## src/core/usbbd_pkg.sv

```systemverilog
// Purpose: shared constants and types of the buffer descriptor engine
// Assumes: 16-bit memory words, byte addresses
// Notes: descriptor field positions and answer codes
package usbbd_pkg;
    localparam int unsigned OWN_BIT = 15;
    localparam int unsigned TOGGLE_BIT = 14;
    localparam int unsigned CHECK_BIT = 11;
    localparam int unsigned STALL_BIT = 10;
    localparam int unsigned COUNT_W = 10;
    localparam int unsigned BD_INDEX_W = 6;
    localparam logic [15:0] STAT_OFFSET = 16'h0000;
    localparam logic [15:0] ADDR_OFFSET = 16'h0002;
    localparam logic [1:0] MODE_NO_PINGPONG = 2'h0;
    localparam logic [1:0] MODE_EP0_OUT = 2'h1;
    localparam logic [1:0] MODE_ALL = 2'h2;
    localparam logic [1:0] MODE_ALL_BUT_EP0 = 2'h3;
    localparam logic [1:0] ANS_ACK = 2'h0;
    localparam logic [1:0] ANS_NAK = 2'h1;
    localparam logic [1:0] ANS_STALL = 2'h2;
    localparam logic [1:0] ANS_DROP = 2'h3;

    typedef struct packed {
        logic [3:0] endpoint;
        logic tx;
        logic odd;
        logic [3:0] pid;
    } usbbd_token_type;

    typedef struct packed {
        logic [15:0] addr;
        logic write;
        logic [15:0] wdata;
    } usbbd_mem_type;
endpackage

```

## src/core/usbbd_bd_map.sv

```systemverilog
// Purpose: endpoint to descriptor index mapping
// Assumes: mode from the buffering configuration register
// Notes: purely combinational
`timescale 1ns/100ps
module usbbd_bd_map (
    input wire logic [3:0] endpoint,
    input wire logic tx,
    input wire logic odd,
    input wire logic [1:0] mode,
    input wire logic hostMode,
    output logic [usbbd_pkg::BD_INDEX_W-1:0] index
);
    import usbbd_pkg::*;
    wire [3:0] ep = hostMode ? 4'h0 : endpoint; // RULE10
    wire [7:0] n = {4'h0, ep};
    wire [7:0] t = {7'h00, tx};
    wire [7:0] o = {7'h00, odd};
    wire isZero = (ep == 4'h0);
    wire [7:0] idx0 = (n << 1) + t; // RULE6
    wire [7:0] idx1 = isZero ? (tx ? 8'h02 : o) : (n << 1) + 8'h01 + t; // RULE7
    wire [7:0] idx2 = (n << 2) + (t << 1) + o; // RULE8
    wire [7:0] idx3 = isZero ? t : (n << 2) - 8'h02 + (t << 1) + o; // RULE9
    wire [7:0] sel = (mode == MODE_NO_PINGPONG) ? idx0 :
                     (mode == MODE_EP0_OUT) ? idx1 :
                     (mode == MODE_ALL) ? idx2 : idx3; // RULE5
    assign index = sel[BD_INDEX_W-1:0]; // RULE2
endmodule // usbbd_bd_map

```

## src/core/usbbd_skid.sv

```systemverilog
// Purpose: small shift buffer with valid and ready on both sides
// Assumes: head entry always sits in slot 0
// Notes: outputs come straight from flops
`timescale 1ns/100ps
module usbbd_skid #(
    parameter int unsigned WIDTH = 8,
    parameter int unsigned DEPTH = 2
) (
    input wire logic clock,
    input wire logic sys_rst,
    input wire logic inValid,
    output logic inReady,
    input wire logic [WIDTH-1:0] inData,
    output logic outValid,
    input wire logic outReady,
    output logic [WIDTH-1:0] outData
);
    logic [WIDTH-1:0] mem_q [DEPTH];
    logic [DEPTH-1:0] vld_q;
    wire pop = vld_q[0] && outReady;
    wire push = inValid && !vld_q[DEPTH-1];
    wire [DEPTH-1:0] shifted = pop ? (vld_q >> 1) : vld_q;
    assign inReady = !vld_q[DEPTH-1];
    assign outValid = vld_q[0];
    assign outData = mem_q[0];

    always_ff @(posedge clock) begin
        if (sys_rst) begin
            vld_q <= '0;
        end else begin
            vld_q <= shifted | (push ? (shifted + 1'b1) & ~shifted : '0);
        end
    end

    for (genvar i = 0; i < DEPTH; i++) begin : g_slot
        wire [WIDTH-1:0] nextUp = (i + 1 < DEPTH) ? mem_q[(i + 1) % DEPTH] : mem_q[i];
        wire takeIn = push && !shifted[i] && (i == 0 || shifted[(i + DEPTH - 1) % DEPTH]);
        always_ff @(posedge clock) begin
            if (sys_rst) begin
                mem_q[i] <= '0;
            end else if (takeIn) begin
                mem_q[i] <= inData;
            end else if (pop) begin
                mem_q[i] <= nextUp;
            end
        end
    end
endmodule // usbbd_skid

```

## src/core/usbbd_engine.sv

```systemverilog
// Purpose: buffer descriptor engine between serial engine and system ram
// Assumes: memory port answers each read with one memRdValid pulse
// Notes: descriptors live in ram, reached only through the dma port
//
// Behaviour
// RULE1: software places table on 512-byte boundary
// RULE2: descriptor is two words, 64 descriptors
// RULE3: buffer addresses reach first 64 Kbytes only
// RULE4: software sizes table between 8 and 256 bytes
// RULE5: index from endpoint, direction, buffering mode
// RULE6: mode 0 uses 2n out, 2n+1 in
// RULE7: mode 1 ping-pongs endpoint zero out only
// RULE8: mode 2 ping-pongs every endpoint both ways
// RULE9: mode 3 ping-pongs all but endpoint zero
// RULE10: host mode uses endpoint zero descriptors only
// RULE11: host receive reports remote source endpoint
// RULE12: host transmit addressed to token register endpoint
// RULE13: ownership bit gates module use of descriptor
// RULE14: status word readable by either owner
// RULE15: module overwrites status with pid and count
// RULE16: pid field written with token or handshake
// RULE17: count is limit in, actual bytes out
// RULE18: toggle bit selects data0 or data1
// RULE19: toggle check drops mismatched data when enabled
// RULE20: stall enable answers stall, descriptor untouched
// RULE21: own dma master fetches descriptors and data
// RULE22: software avoids reusing unused descriptor slots
// RULE23: transfer done flag after status write
// RULE24: descriptor i at base plus four i
`timescale 1ns/100ps
module usbbd_engine #(
    parameter int unsigned TX_DEPTH = 2
) (
    input wire logic clock,
    input wire logic sys_rst,
    input wire logic [7:0] tablePointerReg,
    input wire logic [1:0] bufferingMode,
    input wire logic hostMode,
    input wire logic tokValid,
    input wire usbbd_pkg::usbbd_token_type tokIn,
    output logic tokReady,
    output logic memValid,
    input wire logic memReady,
    output usbbd_pkg::usbbd_mem_type memReq,
    input wire logic memRdValid,
    input wire logic [15:0] memRdData,
    output logic txValid,
    input wire logic txReady,
    output logic [7:0] txByte,
    input wire logic linkDone,
    input wire logic [3:0] linkPid,
    input wire logic rxValid,
    output logic rxReady,
    input wire logic [7:0] rxByte,
    input wire logic rxEnd,
    input wire logic rxToggle,
    output logic ansValid,
    output logic [1:0] ansCode,
    output logic [15:0] endpointStallFlag,
    output logic transferDoneFlag,
    output logic [3:0] lastEndpointField,
    output logic [3:0] remoteEndpoint
);
    import usbbd_pkg::*;

    typedef enum logic [9:0] {
        S_IDLE = 10'h001,
        S_STAT = 10'h002,
        S_ADDR = 10'h004,
        S_TX_RD = 10'h008,
        S_TX_PUSH = 10'h010,
        S_TX_END = 10'h020,
        S_RX = 10'h040,
        S_RX_WR = 10'h080,
        S_STAT_WR = 10'h100,
        S_WAIT = 10'h200
    } usbbd_state_type;

    usbbd_state_type state_q;
    usbbd_token_type tok_q;
    usbbd_mem_type mem_q;
    logic memValid_q;
    logic [15:0] stat_q;
    logic [15:0] bufAddr_q;
    logic [BD_INDEX_W-1:0] index_q;
    logic [COUNT_W-1:0] count_q;
    logic [COUNT_W-1:0] limit_q;
    logic [15:0] word_q;
    logic byteHi_q;
    logic endSeen_q;
    logic rxReady_q;
    logic [3:0] pidNew_q;
    logic ansValid_q;
    logic [1:0] ansCode_q;
    logic [15:0] stallFlag_q;
    logic done_q;
    logic [3:0] lastEp_q;
    logic [3:0] remoteEp_q;

    // index and address decode
    wire [BD_INDEX_W-1:0] newIndex;
    usbbd_bd_map u_map (
        .endpoint(tokIn.endpoint),
        .tx(tokIn.tx),
        .odd(tokIn.odd),
        .mode(bufferingMode),
        .hostMode(hostMode),
        .index(newIndex)
    );
    wire [15:0] tableBase = {tablePointerReg, 8'h00}; // RULE1
    wire [15:0] newEntry = tableBase + {8'h00, newIndex, 2'b00}; // RULE24
    wire [15:0] entryAddr = tableBase + {8'h00, index_q, 2'b00}; // RULE24
    wire memAccept = memValid_q && memReady;
    wire [15:0] statCount = {6'h00, stat_q[COUNT_W-1:0]};
    wire ownedByModule = memRdData[OWN_BIT]; // RULE13
    wire stallEnabled = memRdData[STALL_BIT]; // RULE20
    wire toggleBad = stat_q[CHECK_BIT] && (rxToggle != stat_q[TOGGLE_BIT]); // RULE18 RULE19
    wire [COUNT_W-1:0] countNext = count_q + 1'b1;
    wire [15:0] txWordAddr = bufAddr_q + {6'h00, countNext}; // RULE3
    wire [15:0] rxWordAddr = bufAddr_q + {6'h00, count_q[COUNT_W-1:1], 1'b0}; // RULE3
    wire [15:0] statusOut = {1'b0, stat_q[TOGGLE_BIT], pidNew_q, count_q}; // RULE15 RULE16 RULE17 RULE18
    wire rxTake = rxValid && rxReady_q;
    wire rxRoom = count_q < limit_q; // RULE17
    wire [3:0] rxPid = hostMode ? linkPid : tok_q.pid; // RULE16
    // transmit and stall decode
    wire txLastByte = (countNext == limit_q);
    wire [15:0] stallOneHot = 16'h0001 << tok_q.endpoint;
    // dma request launch points
    wire statWrite = (state_q == S_STAT_WR);
    wire rxLastWord = (state_q == S_RX) && !rxTake && rxEnd && !toggleBad && byteHi_q;

    // transmit byte buffer toward the serial engine
    wire bufInValid = (state_q == S_TX_PUSH);
    wire bufInReady;
    wire [7:0] bufInData = byteHi_q ? word_q[15:8] : word_q[7:0];
    wire pushed = bufInValid && bufInReady;
    wire txWordEnd = pushed && !txLastByte && byteHi_q;
    usbbd_skid #(
        .WIDTH(8),
        .DEPTH(TX_DEPTH)
    ) u_txbuf (
        .clock(clock),
        .sys_rst(sys_rst),
        .inValid(bufInValid),
        .inReady(bufInReady),
        .inData(bufInData),
        .outValid(txValid),
        .outReady(txReady),
        .outData(txByte)
    );

    assign tokReady = state_q[0];
    assign memValid = memValid_q;
    assign memReq = mem_q;
    assign rxReady = rxReady_q;
    assign ansValid = ansValid_q;
    assign ansCode = ansCode_q;
    assign endpointStallFlag = stallFlag_q;
    assign transferDoneFlag = done_q;
    assign lastEndpointField = lastEp_q;
    assign remoteEndpoint = remoteEp_q;

    // dma request holding
    always_ff @(posedge clock) begin
        if (sys_rst) begin
            memValid_q <= 1'b0;
        end else if (memAccept) begin
            memValid_q <= 1'b0;
        end else if (state_q == S_IDLE && tokValid) begin
            memValid_q <= 1'b1; // RULE21
        end else if (state_q == S_STAT && memRdValid && ownedByModule && !stallEnabled) begin
            memValid_q <= 1'b1;
        end else if (state_q == S_ADDR && memRdValid && tok_q.tx && statCount != 16'h0000) begin
            memValid_q <= 1'b1;
        end else if (state_q == S_TX_PUSH && txWordEnd) begin
            memValid_q <= 1'b1;
        end else if (statWrite) begin
            memValid_q <= 1'b1; // RULE15
        end else if (state_q == S_RX && rxTake && rxRoom && byteHi_q) begin
            memValid_q <= 1'b1;
        end else if (rxLastWord) begin
            memValid_q <= 1'b1;
        end
    end

    // main sequence
    always_ff @(posedge clock) begin
        if (sys_rst) begin
            state_q <= S_IDLE;
            tok_q <= '0;
            mem_q <= '0;
            stat_q <= 16'h0000;
            bufAddr_q <= 16'h0000;
            index_q <= '0;
            count_q <= '0;
            limit_q <= '0;
            word_q <= 16'h0000;
            byteHi_q <= 1'b0;
            endSeen_q <= 1'b0;
            rxReady_q <= 1'b0;
            pidNew_q <= 4'h0;
            ansValid_q <= 1'b0;
            ansCode_q <= ANS_ACK;
            stallFlag_q <= 16'h0000;
            done_q <= 1'b0;
            lastEp_q <= 4'h0;
            remoteEp_q <= 4'h0;
        end else begin
            ansValid_q <= 1'b0;
            done_q <= 1'b0;
            stallFlag_q <= 16'h0000;
            unique case (state_q)
                S_IDLE: begin
                    if (tokValid) begin
                        tok_q <= tokIn;
                        index_q <= newIndex;
                        mem_q <= '{addr: newEntry + STAT_OFFSET, write: 1'b0, wdata: 16'h0000}; // RULE14
                        if (hostMode && tokIn.tx) begin
                            remoteEp_q <= tokIn.endpoint; // RULE12
                        end
                        state_q <= S_STAT;
                    end
                end
                S_STAT: begin
                    if (memRdValid) begin
                        stat_q <= memRdData;
                        if (!ownedByModule) begin
                            ansValid_q <= 1'b1; // RULE13
                            ansCode_q <= ANS_NAK;
                            state_q <= S_IDLE;
                        end else if (stallEnabled) begin
                            ansValid_q <= 1'b1; // RULE20
                            ansCode_q <= ANS_STALL;
                            stallFlag_q <= stallOneHot; // RULE20
                            state_q <= S_IDLE;
                        end else begin
                            mem_q <= '{addr: entryAddr + ADDR_OFFSET, write: 1'b0, wdata: 16'h0000}; // RULE2
                            state_q <= S_ADDR;
                        end
                    end
                end
                S_ADDR: begin
                    if (memRdValid) begin
                        bufAddr_q <= memRdData;
                        limit_q <= stat_q[COUNT_W-1:0]; // RULE17
                        count_q <= '0;
                        byteHi_q <= 1'b0;
                        endSeen_q <= 1'b0;
                        if (!tok_q.tx) begin
                            rxReady_q <= 1'b1;
                            state_q <= S_RX;
                        end else if (statCount == 16'h0000) begin
                            state_q <= S_TX_END;
                        end else begin
                            mem_q <= '{addr: memRdData, write: 1'b0, wdata: 16'h0000}; // RULE21
                            state_q <= S_TX_RD;
                        end
                    end
                end
                S_TX_RD: begin
                    if (memRdValid) begin
                        word_q <= memRdData;
                        state_q <= S_TX_PUSH;
                    end
                end
                S_TX_PUSH: begin
                    if (pushed) begin
                        count_q <= countNext;
                        byteHi_q <= !byteHi_q;
                        if (txLastByte) begin
                            state_q <= S_TX_END;
                        end else if (byteHi_q) begin
                            mem_q <= '{addr: txWordAddr, write: 1'b0, wdata: 16'h0000};
                            state_q <= S_TX_RD;
                        end
                    end
                end
                S_TX_END: begin
                    if (linkDone) begin
                        pidNew_q <= hostMode ? linkPid : tok_q.pid; // RULE16
                        state_q <= S_STAT_WR;
                    end
                end
                S_RX: begin
                    if (rxTake) begin
                        if (rxRoom) begin
                            count_q <= countNext; // RULE17
                            byteHi_q <= !byteHi_q;
                            if (byteHi_q) begin
                                rxReady_q <= 1'b0;
                                mem_q <= '{addr: rxWordAddr, write: 1'b1, wdata: {rxByte, word_q[7:0]}};
                                state_q <= S_RX_WR;
                            end else begin
                                word_q <= {8'h00, rxByte};
                            end
                        end
                    end else if (rxEnd) begin
                        rxReady_q <= 1'b0;
                        pidNew_q <= rxPid;
                        if (hostMode) begin
                            lastEp_q <= tok_q.endpoint; // RULE11
                        end
                        if (toggleBad) begin
                            ansValid_q <= 1'b1; // RULE19
                            ansCode_q <= ANS_DROP;
                            state_q <= S_IDLE;
                        end else if (byteHi_q) begin
                            endSeen_q <= 1'b1;
                            mem_q <= '{addr: rxWordAddr, write: 1'b1, wdata: word_q};
                            state_q <= S_RX_WR;
                        end else begin
                            state_q <= S_STAT_WR;
                        end
                    end
                end
                S_RX_WR: begin
                    if (memAccept) begin
                        if (endSeen_q) begin
                            state_q <= S_STAT_WR;
                        end else begin
                            rxReady_q <= 1'b1;
                            state_q <= S_RX;
                        end
                    end
                end
                S_STAT_WR: begin
                    mem_q <= '{addr: entryAddr + STAT_OFFSET, write: 1'b1, wdata: statusOut}; // RULE15
                    state_q <= S_WAIT;
                end
                S_WAIT: begin
                    if (memAccept) begin
                        done_q <= 1'b1; // RULE23
                        ansValid_q <= 1'b1;
                        ansCode_q <= ANS_ACK;
                        state_q <= S_IDLE;
                    end
                end
            endcase
        end
    end
endmodule // usbbd_engine

```

## config.mk

```make
export PLATFORM = sky130hd
export DESIGN_NAME = usbbd_engine
export DESIGN_NICKNAME = d
export VERILOG_FILES = /design/src/core/usbbd_pkg.sv /design/src/core/usbbd_bd_map.sv /design/src/core/usbbd_skid.sv /design/src/core/usbbd_engine.sv
export SDC_FILE = /design/constraint.sdc
export NUM_CORES = 1
export LEC_CHECK = 0
export BUFFER_PORTS_ARGS = -buffer_cell sky130_fd_sc_hd__buf_2
export CAP_MARGIN = 10
export CORE_MARGIN = 3
export CORE_UTILIZATION = 60
export CTS_CLUSTER_DIAMETER = 50
export DETAILED_ROUTE_END_ITERATION = 10
export GPL_ROUTABILITY_DRIVEN = 0
export HOLD_SLACK_MARGIN = 0.02
export PLACE_DENSITY = 0.86
export SLEW_MARGIN = 0
export SYNTH_ARGS = -nofsm -noshare
export SYNTH_HDL_FRONTEND = slang
export SYNTH_SLANG_ARGS = --single-unit
```

## constraint.sdc

```tcl
create_clock -name clock -period 7.2 [get_ports clock]
set_input_delay 0 -clock clock [delete_from_list [all_inputs] [get_ports clock]]
set_output_delay 0 -clock clock [all_outputs]
set_load 0.05 [all_outputs]
```

After elaboration in Yosys (flattened, before gate mapping)
Memory sizes are Yosys's and may differ from the RTL's.
Index checks and enable logic that the tools add are counted.

storage, ports and cells
  input bits = 59
  output and inout port bits = 73
  flip-flop bits (word level) = 163
  memories = 1
  bits in writable memories = 16

memories
  name           depth  width  read ports  clocked after Yosys merged registers in  wr ports  RTL line          RTL
  u_txbuf.mem_q  2      8      2           0                                        2         usbbd_skid.sv:18  logic [WIDTH-1:0] mem_q [DEPTH];

cells by class
  shifts and indexed selects = 1
  bitwise operators = 13
  multiplexer cells = 125
  order comparisons = 1
  reduce and logical (&&, ||, !) cells = 62
  add/subtract/negate cells = 15
  equality and inequality tests = 45

operator list
  kind                                                                 number
  33-bit two-way mux                                                   16
  33-bit one-hot mux with 6 select lines                               1
  10-bit two-way mux                                                   18
  10-bit one-hot mux with 10 select lines                              1
  16-bit two-way mux                                                   4
  2-bit inequality test (second input constant)                        24
  1-bit two-way mux                                                    45
  8-bit two-way mux                                                    5
  6-bit two-way mux                                                    6
  16-bit by 10-bit adder with 16-bit output                            2
  16-bit by 8-bit adder with 16-bit output                             2
  16-bit one-hot mux with 2 select lines                               1
  10-bit one-hot mux with 3 select lines                               1
  9-bit two-way mux                                                    3
  1-bit logical AND                                                    26
  3-bit inequality test (second input constant)                        7
  2-bit two-way mux                                                    10
  4-bit two-way mux                                                    5
  6-bit by 1-bit adder with 6-bit output                               3
  16-bit by 2-bit adder with 16-bit output (second input constant)     1
  16-bit logical NOT                                                   1
  16-bit AND reduction                                                 1
  16-bit nonzero test                                                  1
  1-bit by 4-bit left shift with 16-bit output (first input constant)  1
  49 further kinds                                                     77

Longest topological paths before layout
  word-level depth = 13
  gate-level depth with buffers = 14
  mapped depth without buffers = 13

Modules after synthesis
From an unflattened synthesis, not the netlist that was laid out.

second synthesis, totals
  cells, all modules = 1200
  area, all modules = 9965.8 µm²

modules (own cells, without submodules)
  module        area an instance (µm²)  cells an instance  instances
  usbbd_engine  8752.1                  1084               1
  usbbd_skid    772.0                   51                 1
  usbbd_bd_map  441.7                   65                 1

Worst setup path before layout
OpenSTA, ideal clock, no wires.

  path type = register to register
  start = register count_q[5]
  end = register mem_q, in the netlist memReq[31]
  path buffers = 1
  data required time = 7.120 ns
  setup time = 0.080 ns
  cell stages (with the launch flop) = 14
  data arrival time = 2.772 ns
  path slack = 4.348 ns
  path through = dfxtp_1 > buf_2 > and4_1 > and4_1 > or2_2 > ha_1 > or3_1 > o21ai_0 > a31oi_1 > a31o_2 > a31oi_1 > a221oi_1 > o311a_1 > a211oi_2

on the way
  longest elaborated chain between the ends = 6

ends and longest elaborated chain
  item                                                                                                          RTL line                                  RTL
  start, declared                                                                                               usbbd_engine.sv:86                        logic [COUNT_W-1:0] count_q;
  start signal, assigned                                                                                        usbbd_engine.sv:268                       count_q <= countNext;
  start signal, assigned                                                                                        usbbd_engine.sv:287                       count_q <= countNext;
  10-bit by 1-bit adder with 10-bit output / 16-bit by 10-bit adder with 16-bit output (equally long branches)  usbbd_engine.sv:118, usbbd_engine.sv:120
  16-bit by 10-bit adder with 16-bit output / 33-bit two-way mux (equally long branches)                        usbbd_engine.sv:119, usbbd_engine.sv:307
  33-bit two-way mux (on tied branches)                                                                         usbbd_engine.sv:272, usbbd_engine.sv:303
  33-bit two-way mux (on tied branches)                                                                         usbbd_engine.sv:270, usbbd_engine.sv:297
  33-bit two-way mux (on tied branches)                                                                         usbbd_engine.sv:267, usbbd_engine.sv:285
  33-bit one-hot mux with 6 select lines                                                                        usbbd_engine.sv:212                       unique case (state_q)
  end signal, assigned                                                                                          usbbd_engine.sv:217                       mem_q <= '{addr: newEntry + STAT_OFFSET, write: 1'b0, wdata: 16'h0000};
  end signal, assigned                                                                                          usbbd_engine.sv:273                       mem_q <= '{addr: txWordAddr, write: 1'b0, wdata: 16'h0000};
  end signal, assigned                                                                                          usbbd_engine.sv:291                       mem_q <= '{addr: rxWordAddr, write: 1'b1, wdata: {rxByte, word_q[7:0]}};
  end, declared                                                                                                 usbbd_engine.sv:81                        usbbd_mem_type mem_q;

Several ways; a longest one is shown, not always the timed one. The select of a mux whose other input is x is not followed.
A chain may end at the register's enable or synchronous reset.

Worst setup path in the final report
  start = register rxReady_q, in the netlist rxReady
  end = register word_q[3]

on the way
  longest elaborated chain between the ends = 3

ends and longest elaborated chain
  item                             RTL line             RTL
  start, declared                  usbbd_engine.sv:91   logic rxReady_q;
  start signal, assigned           usbbd_engine.sv:200  rxReady_q <= 1'b0;
  start signal, assigned           usbbd_engine.sv:250  rxReady_q <= 1'b1;
  start signal, assigned           usbbd_engine.sv:290  rxReady_q <= 1'b0;
  1-bit logical AND                usbbd_engine.sv:122  wire rxTake = rxValid && rxReady_q;
  2-bit inequality test (no line)  n/a
  5-bit AND reduction (no line)    n/a
  end signal, assigned             usbbd_engine.sv:262  word_q <= memRdData;
  end signal, assigned             usbbd_engine.sv:294  word_q <= {8'h00, rxByte};
  end, declared                    usbbd_engine.sv:88   logic [15:0] word_q;

Every way passes these cells.

==> impl_metrics.csv <==
group,metric,value,unit
finish,antennaDiodeCount,0,
finish,most_common_library_cell_in_the_layout_ignoring_fill_and_taps,"sky130_fd_sc_hd__nand2_1",
global_route,antenna_violations_before_repair,1,
routing,wl_met2,13.8,mm
timing,max_slew_margin,0.197,
cts,ctsRootBufferMaster,"sky130_fd_sc_hd__clkbuf_16",
floorplanning,floorplan.initialDensity,0.617,
floorplanning,floorplan.die.width,134,µm
logic_synthesis,yosysTopAreaCellShare,0.326,
routing,detailedRoute.firstPassIterationCount,7,
power_and_ir_drop,post-layout-total-power,2.60,mW
global_route,track_usage,0.335,
run_status,run_status,"completed",
logic_synthesis,ys.warnings.count,0,
cts,ctsLongestPathBuffers,2,
power_and_ir_drop,leakage,4.63,nW
routing,met3_length,3.50,mm
worst_setup_path,worst-endpoint-arrival,4.42,ns
global_route,globalRouteOverflowTotal,0,
global_route,grt_first_pass_wirelength,47.8,mm
logic_synthesis,mappedNetlistArea,9840,µm²
cts,cts_resized,0,
finish,layout-area-overhead-vs-synth,17.6,%
routing,antenna_left,0,
routing,drt_iter0_drc,1492,
power_and_ir_drop,worst_ir_drop_vdd,176,µV
timing,setup_viol,0,
global_route,first_global_vias,9161,
routing,top_layer_reached_by_signal_wires,"met5",
worst_setup_path,reg2reg_slack,3.17,ns
routing,avgRoutedWirePerCell,20.0,µm
finish,final_cell_mix,"180 x sky130_fd_sc_hd__nand2_1, 160 x sky130_fd_sc_hd__dfxtp_1, 141 x sky130_fd_sc_hd__nor2_1",
logic_synthesis,synthesis_stage_register_bit_count,176,
logic_synthesis,synth_largest_area_cell,"sky130_fd_sc_hd__dfxtp_1",
worst_setup_path,timing_worst_setup_path_type,"reg2reg",
run,max-cap-violations,0,
cts,clock_tree_from_tritoncts,"yes",
logic_synthesis,synth_nets,1273,
timing,timing.final.crit_share,0.560,
worst_setup_path,worst_r2r_path_depth,9,
routing,via_count,9891,
floorplanning,design.portCount,132,
timing,drv_slew,0,
logic_synthesis,synth_top_flop_cell,"sky130_fd_sc_hd__dfxtp_1",
timing,fin_ws,3.17,ns
worst_setup_path,critical_path_peak_fanout,24,
cts,numCtsBuffers,17,
global_route,grt_max_degree,76,
worst_setup_path,critPathLaunchType,"register",
logic_synthesis,ys_seq_area_frac,0.374,
timing,hold_violations,0,
floorplanning,die_height,134,µm
logic_synthesis,synth-edff-count,16,
cts,clkSlewWorstSetupHoldPaths,0.07,ns
worst_setup_path,critPathRequiredTime,7.59,ns
timing,rsz_0062_raised_after_global_routing,"no",
floorplanning,core_area,15900,µm²
floorplanning,placement_rows,46,
cts,clk-insertion-delay-late,0.45,ns
worst_hold_path,class_of_the_tightest_hold_or_removal_check,"in2reg",
floorplanning,floorplan.die_area,18000,µm²
routing,remaining_drc_errors,0,
finish,proportion_of_layout_cells_with_a_drive_suffix_above_1,0.171,
logic_synthesis,synth_top_cells_by_area,"sky130_fd_sc_hd__dfxtp_1 33%, sky130_fd_sc_hd__nand2_1 6.9%, sky130_fd_sc_hd__a21oi_1 6.0%, sky130_fd_sc_hd__nor2_1 5.4%, sky130_fd_sc_hd__edfxtp_1 4.9%",
timing,maxClockFrequency,0.248,GHz
placed_design,detailedPlace.worstSlack,3.31,ns
placed_design,buffer_ports.inserted,131,
cts,htree_levels,4,
routing,totalWireLength,30.8,mm
placed_design,hpwlAfterDp,20.5,mm
routing,metal1_wirelength,11.7,mm
timing,fin_worst_skew,0.00896,ns
cts,cts.sinks,176,
worst_hold_path,min_path_cells,3,
logic_synthesis,post_synth_inst_count,1176,
power_and_ir_drop,power.density_cell_area,225,nW/µm²
timing,timing_worst_slew_pin_value,1.20,ns
logic_synthesis,synthesis.area_per_instance,8.37,µm²
routing,vias_cell,6.43,
logic_synthesis,async_reset_ff_frac,0,
timing,final.hold.worst_slack,0.0233,ns
logic_synthesis,synthDistinctLibCells,85,
worst_setup_path,cp-end-kind,"register",
finish,final_net_count,1406,
timing,totalNegativeSetupSlack,0,ns
timing,timing.final.crit_period,4.03,ns
[cell type report]
type | instances | area (µm²)
Clock inverter | 13 | 198
Tap cell | 216 | 270
Timing Repair Buffer | 190 | 1230
Inverter | 29 | 109
Fill cell | 1178 | 4370
Multi-Input combinational cell | 895 | 5630
Sequential cell | 176 | 3680
Clock buffer | 19 | 443
[registers in the layout, indices dropped and copies added, names as in the netlist, 2 cells and up]
name               count
memReq                33
bufAddr_q             16
endpointStallFlag     16
u_txbuf.mem_q         16
word_q                16
stat_q                12
count_q               10
limit_q               10
state_q               10
tok_q                  9
index_q                6
lastEndpointField      4
pidNew_q               4
remoteEndpoint         4
ansCode                2
u_txbuf.vld_q          2
[path summary, 6_finish.rpt]
check	startpoint	endpoint
max	rxReady$_SDFFE_PP0P_	word_q[3]$_SDFFE_PP0P_
min reg2reg	tok_q[2]$_SDFFE_PP0P_	tok_q[2]$_SDFFE_PP0P_
min	tablePointerReg[0]	memReq[25]$_SDFFE_PP0P_
max reg2reg	rxReady$_SDFFE_PP0P_	word_q[3]$_SDFFE_PP0P_
[repair_timing]
item	in CTS	in global routing
buffers inserted	0	0
hold buffers	53	0
endpoints found under the hold margin	75	0
[per-layer routing]
metal,vias to the layer above,GRT usage
met5,-,0
met2,702,0.527
met4,2,0.177
li1,4482,-
met3,170,0.0881
met1,4535,0.424
[report_power, final]
part	total (mW)	internal, mW	leakage, nW	switching [mW]
clock	1.02	0.597	0.303	0.425
combinational	0.499	0.147	2.86	0.352
sequential	1.08	1.04	1.46	0.0385
total	2.60	1.79	4.63	0.816
[worst max-delay path, cell delays in order, from the launching register on]
cell and delay (ns):
sky130_fd_sc_hd__dfxtp_1 0.39, sky130_fd_sc_hd__nand2_1 0.42, sky130_fd_sc_hd__a32oi_1 0.39, sky130_fd_sc_hd__o41a_1 0.20
sky130_fd_sc_hd__o2111ai_1 0.14, sky130_fd_sc_hd__nor2_1 0.66, sky130_fd_sc_hd__o21a_1 0.74, sky130_fd_sc_hd__nor2_1 0.09
sky130_fd_sc_hd__a311oi_1 0.31, sky130_fd_sc_hd__dlygate4sd3_1 0.62
[Yosys cell counts, drive strengths merged, types with 4 or more instances]
cell and number:
nand3b 4, nor2b 11, a21o 9, nor3b 9, nand2 180, a311oi 21
nor2 142, edfxtp 16, clkbuf 51, and3 10, or3 8, xor2 15
o311ai 4, o22ai 4, xnor2 14, a22oi 15, o21a 8, nand4b 6
inv 29, buf 22, nand3 29, o211a 4, a31oi 7, o2111ai 6
a222oi 5, and2 5, a31o 4, nand2b 27, a21oi 117, nor4 10
dfxtp 160, nor3 18, a211oi 32, nand4 9, o21ai 37, or2 5
o211ai 7, mux2i 34, ha 36
[cell families after synthesis]
group                      after synthesis  synth area share
buffers and inverters                  105            0.0534
DFF                                    176             0.374
xor gates and xnor gates                29            0.0266
adders and majority gates               38            0.0499
muxes                                   35            0.0357
AOI/OAI and AO/OA                      311             0.228
and+or+nand+nor                        482             0.232
[stage by stage]
stage	cell area, µm²	instances	utilization
floorplan	9840	1176	-
global placement	10400	1453	0.652
detailed placement	10400	1453	0.652
CTS	11600	1538	0.726
global route	11600	1538	0.726
finish	11600	1538	0.726
Power figures use the tool's default switching activity.
